--- src/gpio_pkg.sv ---
package gpio_pkg;

	// port counts
	localparam int GP_N = 7;                             // general purpose ports
	localparam int MF_N = 32;                            // multi-function ports

	// clock and debounce timing
	localparam int CLK_KHZ          = 250000;            // system clock rate in kHz
	localparam int DEB_TICK_MS      = 8;                 // debounce sample period in ms
	localparam int DEB_TICK_CYCLES  = DEB_TICK_MS * CLK_KHZ; // cycles per debounce sample
	localparam int DEB_SAMPLES      = 3;                 // matching samples to accept a level
	localparam int DEB_WINDOW_MIN_MS = 16;               // shortest accepted stable time
	localparam int DEB_WINDOW_MAX_MS = 24;               // longest accepted stable time

	// register word offsets (byte addresses)
	localparam logic [7:0] GP_DIRECTION_OFS   = 8'h00;  // gp direction, 1 = output
	localparam logic [7:0] GP_DATA_OUT_OFS    = 8'h04;  // gp output data
	localparam logic [7:0] GP_DATA_IN_OFS     = 8'h08;  // gp selected input level, read only
	localparam logic [7:0] GP_DEBOUNCE_OFS    = 8'h0c;  // gp debounce select, 1 = debounced
	localparam logic [7:0] GP_POWER_DOWN_OFS  = 8'h10;  // gp power-down enable
	localparam logic [7:0] MF_DIRECTION_OFS   = 8'h14;  // mf direction, 1 = output
	localparam logic [7:0] MF_DATA_OUT_OFS    = 8'h18;  // mf output data
	localparam logic [7:0] MF_DATA_IN_OFS     = 8'h1c;  // mf pin level, read only
	localparam logic [7:0] MF_SELECT_OFS      = 8'h20;  // mf function select, 1 = plain port
	localparam logic [7:0] MF_POWER_DOWN_OFS  = 8'h24;  // mf power-down enable

	// reset values
	localparam logic [GP_N-1:0] GP_DIRECTION_RST  = 7'h00;
	localparam logic [GP_N-1:0] GP_DATA_OUT_RST   = 7'h00;
	localparam logic [GP_N-1:0] GP_DEBOUNCE_RST   = 7'h00;
	localparam logic [GP_N-1:0] GP_POWER_DOWN_RST = 7'h00;
	localparam logic [MF_N-1:0] MF_DIRECTION_RST  = 32'h00000000;
	localparam logic [MF_N-1:0] MF_DATA_OUT_RST   = 32'h00000000;
	localparam logic [MF_N-1:0] MF_SELECT_RST     = 32'hf20f0fff;
	localparam logic [MF_N-1:0] MF_POWER_DOWN_RST = 32'h00000000;

	// peripheral outputs wired to the mux with no power-down gating
	localparam logic [MF_N-1:0] MF_UNGATED_MASK   = 32'he300d000;

	// pad drive for a group of pins
	typedef struct packed {
		logic [GP_N-1:0] data;                           // value driven when enabled
		logic [GP_N-1:0] oe;                             // output enable, high drives
		logic [GP_N-1:0] pull_down;                      // pull-down enable
	} gp_pad_t;

	typedef struct packed {
		logic [MF_N-1:0] data;
		logic [MF_N-1:0] oe;
		logic [MF_N-1:0] pull_down;
	} mf_pad_t;

	// edge events toward the interrupt module
	typedef struct packed {
		logic [GP_N-1:0] rise;
		logic [GP_N-1:0] fall;
	} gp_evt_t;

	typedef struct packed {
		logic [MF_N-1:0] rise;
		logic [MF_N-1:0] fall;
	} mf_evt_t;

endpackage

--- src/gpio_ports.sv ---
`timescale 1ns/1ps
`default_nettype none
// Contract
// [RULE1] seven general ports, each direction set separately
// [RULE2] general port rising and falling edge events
// [RULE3] debounce accepts level stable 16-24 ms
// [RULE4] per-port select: debounced or raw input
// [RULE5] selected input feeds data-in and edge detector
// [RULE6] general data-in reads real pin level
// [RULE7] general output from data reg, enable from direction
// [RULE8] general power-down bit: drive low, pull-down; the code turns the output enable off with data low instead of driving
// [RULE9] power-down when supply-good or core-on low
// [RULE10] thirty-two multi-function ports, input/output/peripheral
// [RULE11] multi-function plain ports give both edge events
// [RULE12] multi-function input undebounced to reg, edge, peripheral
// [RULE13] multi-function data-in reads real pin level
// [RULE14] multi-function output muxed register or peripheral
// [RULE15] multi-function enable muxed direction or peripheral
// [RULE16] multi-function power-down bit: gate low, pull-down
// [RULE17] function selects reset to fixed pattern
// [RULE18] eight peripheral outputs bypass power-down gating
// [RULE19] edge events compare input with previous sample
// [RULE20] debounce on slow ticks; inputs synchronised first
// [RULE21] two lowest ports carry debug test signals
module gpio_ports #(
	parameter int DEB_TICK_CYCLES = gpio_pkg::DEB_TICK_CYCLES   // cycles per debounce sample
) (
	input  wire logic                       clk_i,
	input  wire logic                       rst_i,
	// classic wishbone slave
	input  wire logic                       wb_cyc_i,
	input  wire logic                       wb_stb_i,
	input  wire logic                       wb_we_i,
	input  wire logic [7:0]                 wb_adr_i,
	input  wire logic [3:0]                 wb_sel_i,
	input  wire logic [31:0]                wb_dat_i,
	output logic      [31:0]                wb_dat_o,
	output logic                            wb_ack_o,
	// supply state
	input  wire logic                       io_supply_good_i,
	input  wire logic                       core_power_on_i,
	// general purpose pins
	input  wire logic [gpio_pkg::GP_N-1:0]  gp_pin_i,
	output gpio_pkg::gp_pad_t               gp_pad_o,
	output gpio_pkg::gp_evt_t               gp_evt_o,
	// multi-function pins
	input  wire logic [gpio_pkg::MF_N-1:0]  multi_function_pin_i,
	output gpio_pkg::mf_pad_t               mf_pad_o,
	output gpio_pkg::mf_evt_t               mf_evt_o,
	// alternate peripheral side
	input  wire logic [gpio_pkg::MF_N-1:0]  mf_periph_data_i,
	input  wire logic [gpio_pkg::MF_N-1:0]  mf_periph_oe_i,
	output logic      [gpio_pkg::MF_N-1:0]  mf_periph_in_o
);

	// local short names for the port counts
	localparam int GN = gpio_pkg::GP_N;
	localparam int MN = gpio_pkg::MF_N;
	localparam int TW = $clog2(DEB_TICK_CYCLES + 1);       // divider width

	// software registers
	logic [GN-1:0] gp_direction;                           // 1 = output
	logic [GN-1:0] gp_data_out;                            // output data
	logic [GN-1:0] gp_debounce_select;                     // 1 = debounced input
	logic [GN-1:0] gp_power_down;                          // power-down enable
	logic [MN-1:0] mf_direction;                           // 1 = output
	logic [MN-1:0] mf_data_out;                            // output data
	logic [MN-1:0] mf_function_select;                     // 1 = plain port, 0 = peripheral
	logic [MN-1:0] mf_power_down;                          // power-down enable

	// input path state
	logic [GN-1:0] gp_sync_a;                              // first synchroniser stage
	logic [GN-1:0] gp_sync_b;                              // second synchroniser stage
	logic [GN-1:0] gp_debounced;                           // debouncer output
	logic [GN-1:0] gp_selected;                            // raw or debounced
	logic [GN-1:0] gp_prev;                                // previous selected sample
	logic [MN-1:0] mf_sync_a;                              // first synchroniser stage
	logic [MN-1:0] mf_sync_b;                              // second synchroniser stage
	logic [MN-1:0] mf_prev;                                // previous pin sample

	// debounce timing
	logic [TW-1:0] tick_count;                             // divider counter
	logic          deb_tick;                               // one-cycle sample enable

	// output path
	logic          device_power_down;                      // supply lost
	logic [MN-1:0] periph_data_gated;                      // peripheral data after gating
	logic [MN-1:0] periph_oe_gated;                        // peripheral enable after gating
	logic [MN-1:0] next_mf_data;                           // mux result
	logic [MN-1:0] next_mf_oe;                             // mux result

	// bus
	logic          bus_req;                                // new request this cycle
	logic [31:0]   next_rdata;                             // decoded read value

	// merge written bytes into an old value
	function automatic logic [31:0] merge(input logic [31:0] old, input logic [31:0] wdat,
		input logic [3:0] sel);
		logic [31:0] res;
		// start from the old value, then overlay enabled lanes
		res = old;
		for (int b = 0; b < 4; b++) begin
			if (sel[b]) begin
				res[8*b +: 8] = wdat[8*b +: 8];
			end
		end
		return res;
	endfunction

	// ---- bus slave ----

	// a request is taken once; ack is dropped the cycle after it rose
	assign bus_req = wb_cyc_i & wb_stb_i & ~wb_ack_o;

	// acknowledge every access one cycle after strobe
	always_ff @(posedge clk_i) begin
		if (rst_i) begin
			wb_ack_o <= 1'b0;
		end else begin
			// high for exactly one cycle per taken request
			wb_ack_o <= bus_req;
		end
	end

	// register writes, byte lanes honoured
	always_ff @(posedge clk_i) begin
		if (rst_i) begin
			// every register back to its reset value
			gp_direction       <= gpio_pkg::GP_DIRECTION_RST;
			gp_data_out        <= gpio_pkg::GP_DATA_OUT_RST;
			gp_debounce_select <= gpio_pkg::GP_DEBOUNCE_RST;
			gp_power_down      <= gpio_pkg::GP_POWER_DOWN_RST;
			mf_direction       <= gpio_pkg::MF_DIRECTION_RST;
			mf_data_out        <= gpio_pkg::MF_DATA_OUT_RST;
			mf_function_select <= gpio_pkg::MF_SELECT_RST; // RULE17
			mf_power_down      <= gpio_pkg::MF_POWER_DOWN_RST;
		end else if (bus_req && wb_we_i) begin
			// word select; each register keeps unwritten byte lanes
			case (wb_adr_i)
				gpio_pkg::GP_DIRECTION_OFS: begin
					gp_direction <= GN'(merge(32'(gp_direction), wb_dat_i, wb_sel_i)); // RULE1
				end
				gpio_pkg::GP_DATA_OUT_OFS: begin
					gp_data_out <= GN'(merge(32'(gp_data_out), wb_dat_i, wb_sel_i));
				end
				gpio_pkg::GP_DEBOUNCE_OFS: begin
					gp_debounce_select <= GN'(merge(32'(gp_debounce_select), wb_dat_i, wb_sel_i));
				end
				gpio_pkg::GP_POWER_DOWN_OFS: begin
					gp_power_down <= GN'(merge(32'(gp_power_down), wb_dat_i, wb_sel_i));
				end
				gpio_pkg::MF_DIRECTION_OFS: begin
					mf_direction <= merge(mf_direction, wb_dat_i, wb_sel_i); // RULE10
				end
				gpio_pkg::MF_DATA_OUT_OFS: begin
					mf_data_out <= merge(mf_data_out, wb_dat_i, wb_sel_i);
				end
				gpio_pkg::MF_SELECT_OFS: begin
					mf_function_select <= merge(mf_function_select, wb_dat_i, wb_sel_i);
				end
				gpio_pkg::MF_POWER_DOWN_OFS: begin
					mf_power_down <= merge(mf_power_down, wb_dat_i, wb_sel_i);
				end
				// read-only and unmapped words ignore writes
				default: begin
				end
			endcase
		end
	end

	// read decode; unmapped words read zero
	always_comb begin
		// gp words zero-extended; upper bits read as zero
		case (wb_adr_i)
			gpio_pkg::GP_DIRECTION_OFS:  next_rdata = 32'(gp_direction);
			gpio_pkg::GP_DATA_OUT_OFS:   next_rdata = 32'(gp_data_out);
			gpio_pkg::GP_DATA_IN_OFS:    next_rdata = 32'(gp_selected);  // RULE6
			gpio_pkg::GP_DEBOUNCE_OFS:   next_rdata = 32'(gp_debounce_select);
			gpio_pkg::GP_POWER_DOWN_OFS: next_rdata = 32'(gp_power_down);
			gpio_pkg::MF_DIRECTION_OFS:  next_rdata = mf_direction;
			gpio_pkg::MF_DATA_OUT_OFS:   next_rdata = mf_data_out;
			gpio_pkg::MF_DATA_IN_OFS:    next_rdata = mf_sync_b;         // RULE13
			gpio_pkg::MF_SELECT_OFS:     next_rdata = mf_function_select;
			gpio_pkg::MF_POWER_DOWN_OFS: next_rdata = mf_power_down;
			default:                     next_rdata = 32'h00000000;
		endcase
	end

	// read data captured with the ack
	always_ff @(posedge clk_i) begin
		if (rst_i) begin
			wb_dat_o <= 32'h00000000;
		end else if (bus_req) begin
			// writes return zero so stale data never looks valid
			wb_dat_o <= wb_we_i ? 32'h00000000 : next_rdata;
		end
	end

	// ---- input synchronisers ----

	// two stages per pin; the pad level is read back in either direction
	always_ff @(posedge clk_i) begin
		if (rst_i) begin
			gp_sync_a <= '0;
			gp_sync_b <= '0;
			mf_sync_a <= '0;
			mf_sync_b <= '0;
		end else begin
			// first stage only feeds the second stage
			gp_sync_a <= gp_pin_i;                         // RULE20
			gp_sync_b <= gp_sync_a;
			// multi-function pins use the same two-stage path
			mf_sync_a <= multi_function_pin_i;             // RULE12
			mf_sync_b <= mf_sync_a;
		end
	end

	// ---- debounce sample clock ----

	// divider gives one enable pulse per sample period
	always_ff @(posedge clk_i) begin
		if (rst_i) begin
			tick_count <= '0;
			deb_tick   <= 1'b0;
		end else if (tick_count == TW'(DEB_TICK_CYCLES - 1)) begin
			tick_count <= '0;
			deb_tick   <= 1'b1;                            // RULE20
		end else begin
			// count toward the next sample
			tick_count <= tick_count + TW'(1);
			deb_tick   <= 1'b0;
		end
	end

	// ---- per general port debounce and select ----

	// one debouncer per general port
	genvar g;
	generate
		for (g = 0; g < GN; g++) begin : gen_gp
			logic [1:0] match_count;                       // consecutive differing samples

			// a new level must be seen on three ticks in a row: 16 to 24 ms
			always_ff @(posedge clk_i) begin
				if (rst_i) begin
					match_count     <= 2'h0;
					gp_debounced[g] <= 1'b0;
				end else if (deb_tick) begin
					if (gp_sync_b[g] == gp_debounced[g]) begin
						match_count <= 2'h0;               // glitch or no change
					end else if (match_count == 2'(gpio_pkg::DEB_SAMPLES - 1)) begin
						match_count     <= 2'h0;
						// stable long enough: take the new level
						gp_debounced[g] <= gp_sync_b[g];   // RULE3
					end else begin
						// one more sample of the new level
						match_count <= match_count + 2'h1;
					end
				end
			end

			// raw path skips the debouncer entirely
			assign gp_selected[g] = gp_debounce_select[g] ? gp_debounced[g] : gp_sync_b[g]; // RULE4
		end
	endgenerate

	// ---- edge events ----

	// previous samples of the gp selected inputs and the mf pin levels
	always_ff @(posedge clk_i) begin
		if (rst_i) begin
			gp_prev <= '0;
			mf_prev <= '0;
		end else begin
			// one-cycle-old copies for the edge compare
			gp_prev <= gp_selected;                        // RULE5
			mf_prev <= mf_sync_b;
		end
	end

	// one-cycle pulses on each difference; mf events only in plain port use
	always_ff @(posedge clk_i) begin
		if (rst_i) begin
			// no events while in reset
			gp_evt_o <= '0;
			mf_evt_o <= '0;
		end else begin
			// general ports always report both edges
			gp_evt_o.rise <= gp_selected & ~gp_prev;       // RULE2 RULE19
			gp_evt_o.fall <= ~gp_selected & gp_prev;       // RULE2 RULE19
			// multi-function events masked while a peripheral owns the pin
			mf_evt_o.rise <= mf_sync_b & ~mf_prev & mf_function_select;  // RULE11 RULE19
			mf_evt_o.fall <= ~mf_sync_b & mf_prev & mf_function_select;  // RULE11 RULE19
		end
	end

	// ---- peripheral input ----

	// pin level to the owning peripheral, port 1:0 feed test logic
	always_ff @(posedge clk_i) begin
		if (rst_i) begin
			// peripherals see low during reset
			mf_periph_in_o <= '0;
		end else begin
			// same settled level the data-in word shows
			mf_periph_in_o <= mf_sync_b;                   // RULE12 RULE21
		end
	end

	// ---- output path ----

	// supply loss on either rail powers down the pads whose power-down bit is set
	assign device_power_down = ~io_supply_good_i | ~core_power_on_i; // RULE9

	// most peripheral drives are killed in power-down, eight pass straight
	assign periph_data_gated = mf_periph_data_i &
		(gpio_pkg::MF_UNGATED_MASK | {MN{~device_power_down}}); // RULE18
	assign periph_oe_gated   = mf_periph_oe_i &
		(gpio_pkg::MF_UNGATED_MASK | {MN{~device_power_down}}); // RULE18

	// function select mux: 1 = port registers, 0 = peripheral
	always_comb begin
		// per pin, select one source for data and enable
		for (int m = 0; m < MN; m++) begin
			next_mf_data[m] = mf_function_select[m] ? mf_data_out[m]  : periph_data_gated[m]; // RULE14
			next_mf_oe[m]   = mf_function_select[m] ? mf_direction[m] : periph_oe_gated[m];   // RULE15
		end
	end

	// general pads; power-down bit forces low with pull-down
	always_ff @(posedge clk_i) begin
		if (rst_i) begin
			gp_pad_o <= '0;
		end else begin
			for (int i = 0; i < GN; i++) begin
				// power-down wins over the port registers
				if (gp_power_down[i] && device_power_down) begin
					gp_pad_o.data[i]      <= 1'b0;         // RULE8
					gp_pad_o.oe[i]        <= 1'b0;
					gp_pad_o.pull_down[i] <= 1'b1;
				end else begin
					// normal drive from data and direction registers
					gp_pad_o.data[i]      <= gp_data_out[i];  // RULE7
					gp_pad_o.oe[i]        <= gp_direction[i]; // RULE7 RULE1
					gp_pad_o.pull_down[i] <= 1'b0;
				end
			end
		end
	end

	// multi-function pads; power-down bit overrides the mux
	always_ff @(posedge clk_i) begin
		if (rst_i) begin
			mf_pad_o <= '0;
		end else begin
			for (int i = 0; i < MN; i++) begin
				// power-down wins over both mux sources
				if (mf_power_down[i] && device_power_down) begin
					mf_pad_o.data[i]      <= 1'b0;         // RULE16
					mf_pad_o.oe[i]        <= 1'b0;
					mf_pad_o.pull_down[i] <= 1'b1;
				end else begin
					// normal drive from the function select mux
					mf_pad_o.data[i]      <= next_mf_data[i];
					mf_pad_o.oe[i]        <= next_mf_oe[i];
					mf_pad_o.pull_down[i] <= 1'b0;
				end
			end
		end
	end

endmodule // gpio_ports
`default_nettype wire

--- config.mk ---
export PLATFORM = sky130hd
export DESIGN_NAME = gpio_ports
export DESIGN_NICKNAME = d
export VERILOG_FILES = /design/src/gpio_pkg.sv /design/src/gpio_ports.sv
export SDC_FILE = /design/constraint.sdc
export NUM_CORES = 1
export LEC_CHECK = 0
export BUFFER_PORTS_ARGS = -buffer_cell sky130_fd_sc_hd__buf_2
export CAP_MARGIN = 20
export CORE_ASPECT_RATIO = 1.25
export CORE_MARGIN = 4
export CORE_UTILIZATION = 24
export CTS_CLUSTER_DIAMETER = 40
export DETAILED_ROUTE_END_ITERATION = 10
export PLACE_DENSITY = 0.53
export REMOVE_ABC_BUFFERS = 1
export SETUP_SLACK_MARGIN = 0.4
export SLEW_MARGIN = 15
export SYNTH_ARGS = -nofsm -noshare
export SYNTH_HDL_FRONTEND = slang
export SYNTH_SLANG_ARGS = --single-unit
export TNS_END_PERCENT = 30
--- constraint.sdc ---
create_clock -name clk_i -period 2.4 [get_ports clk_i]
set_input_delay 0.12 -clock clk_i [delete_from_list [all_inputs] [get_ports clk_i]]
set_output_delay 0.12 -clock clk_i [all_outputs]
set_load 0.05 [all_outputs]
==> metrics.csv <==
metric,value,unit
synth.largest_area_cell,dfxtp_1,
drive_above_1_share,26.7,%
crit_fanout,20,
setup_viol,0,
ant_nets,0,
setup_ws,0.533,ns
critPathKind,reg -> reg,
dp.cells,3314,
ys_warn_count,0,
max_freq,536,MHz
routed_wirelength,70.1,mm
period_share,77.8,%
start_util,24.3,%
via_per_inst,4.56,
tightest_slew,0.783,ns
endpoint_kind,flop,
rows,117,
path_clk_slew,0.06,ns
synth_common_cells,"dfxtp_1 (544), nor2_1 (246), mux2i_1 (199)",
syn_avg_cell_area,10.4,um^2
yosysMostFrequentCell,dfxtp_1,
fin_tns_setup,0,ns
yosys-top-cells-area,"dfxtp_1 (55%), mux2i_1 (10%), nor2_1 (4.7%), nor2b_1 (3.9%), nor4bb_1 (2.7%)",
rsz0062_at_grt,false,
io_buffers,413,
track_usage,15.4,%
irDropWorstVdd,454,uV
drv_slew,0,
post-place-ws,0.396,ns
io_pins,414,
root_buffer,clkbuf_16,
crit_path_frequent_cell,buf_4,
critPathSlowestCell,nand4_1,
design_area,27600,um^2
powerDensity,813,nW/um^2
cp-start-kind,flop,
clock-skew-final,0.0239,ns
gp_congestion,0.810,
hold_class,in -> reg,
htreeDepth,3,
wire_per_inst,19.4,um
area_growth,39.2,%
syn_inst,1904,
ys_ff_latch,544,
firstDrtPassIters,5,
via_count,16500,
grt_pass1_wl,104,mm
die_x,265,um
ctsLongestPathBuffers,3,
core-area,81700,um^2
fin_cells,3615,
grt_antenna_before_repair,15,
die_area,87400,um^2
cp.required,2.88,ns
async_flop_share,0,%
ys_seq_area_share,54.9,%
netlist_area,19900,um^2
outcome,"finished, final reports clean",
ys_types,64,
die_y,330,um
cts.sinks,544,
clk_latency,0.61,ns
slowest_delay,0.36,ns
fill_cells,8316,
total_leakage_power,0.0125,uW
cts_inserted_buffers,82,
synth-edff-count,0,
grt_start_max_net_pins,156,
layout_min_cycle_time,1.87,ns
finalHoldViolCount,0,
drt-initial-drc-count,922,
slew_headroom,47.8,%
path_cells,and4b_1 -> buf_4 -> nand4_1 -> buf_4 -> mux2i_1 -> nor2_1,
hpwlAfterDp,49.4,mm
ys.flop_type,dfxtp_1,
place_area,23400,um^2
arrival,2.35,ns
grt_pass1_vias,16800,
route.detailed.drc,0,
synth_top_area_share,54.9,%
finish.net_count,2625,
max-cap-violations,0,
cts_tree,done,
overflow,0,
metrics by stage:
stage	util, %	hold slack (ns)	total power [uW]
3_3_place_gp	28.6	0.333	10400
5_1_grt	33.8	0.0319	23300
3_5_place_dp	28.6	0.334	10400
4_1_cts	33.8	0.00455	22800
6_report	33.8	0.0563	22400
2_1_floorplan	-	0.189	9820
final cells by class:
cell class                 count  area [um^2]  share of cell area [%]
antenna                        7         17.5                  0.0634
clock buffer                  94         2210                    8.00
clock inverter                57          601                    2.17
inverter                      27          101                   0.367
multi-input combinational   1211         8460                    30.6
sequential                   544        10900                    39.4
tap                         1071         1340                    4.85
timing repair buffer         604         4000                    14.5
state kept, by name (all words and copies together), names as in the netlist, 21 cells and up:
name and count:
mf_power_down 32, gp_pad_o 21, mf_evt_o 64, mf_periph_in_o 32
mf_direction 32, tick_count 21, mf_sync_b 32, mf_pad_o 96
mf_data_out 32, wb_dat_o 32, mf_function_select 32, mf_sync_a 32
metal layers:
metal  routed length, um  track usage [%]
met1               30600             19.4
met4                1790             4.79
met2               33100             25.9
met3                4680             4.12
met5                  49                0
cell families (layout without fill, tap and decap cells):
logic type,count (synthesis),in the layout,synth area share [%]
AO/OA/AOI/OAI,235,235,8.37
XOR/XNOR,19,19,0.838
adder cells (fa/ha/maj),1,1,0.0630
buffers and inverters,149,782,2.98
flip-flops,544,544,54.9
multiplexers,235,235,12.1
other,0,7,0
AND/OR/NAND/NOR,721,721,20.8
critical path, delay by kind of cell, from the launching register on:
family | cells | cell delay, ns
buffers and inverters | 2 | 0.59
flip-flops | 1 | 0.33
multiplexers | 1 | 0.15
AND/OR/NAND/NOR | 3 | 0.67
cells in the final DEF, fill, tap and decap left out, drive strengths merged, types with 8 or more instances in the layout:
cell type / instances
nor3: 18
and3b: 15
nor2b: 124
o22ai: 27
nor2: 246
nor4: 13
a31oi: 51
dlygate4sd3: 140
a22o: 24
a211o: 21
dfxtp: 544
nand2: 60
clkbuf: 94
and2: 55
clkinv: 24
a22oi: 31
mux2: 36
nand4: 26
mux2i: 199
inv: 47
nor3b: 51
buf: 464
nor4bb: 54
a211oi: 18
clkinvlp: 8
a21oi: 30
xnor2: 12
nand3: 26
final timing paths:
check / start / endpoint / slack, ns / depth (start not counted)
max reg2reg: wb_ack_o / mf_data_out[4] / 0.53 / 6
min reg2reg: gp_prev[1] / gp_evt_o[8] / 0.41 / 1
max: wb_ack_o / mf_data_out[4] / 0.53 / 6
min: mf_periph_data_i[5] / mf_pad_o[69] / 0.06 / 4
where the power goes:
group	leakage [uW]	total, uW	internal, uW	switching, uW
sequential	0.00441	9220	9150	65.6
combinational	0.00670	1200	476	726
clock	0.00137	12000	7340	4680
total	0.0125	22400	17000	5480
what timing repair did:
item / CTS / global route
hold buffers: 140 / 0
endpoints found under the hold margin: 268 / 0
setup buffers: 0 / 3
gates resized for setup: 0 / 2
setup endpoints to repair: 0 / 9
No activity file was read; power rests on OpenSTA's default activity.
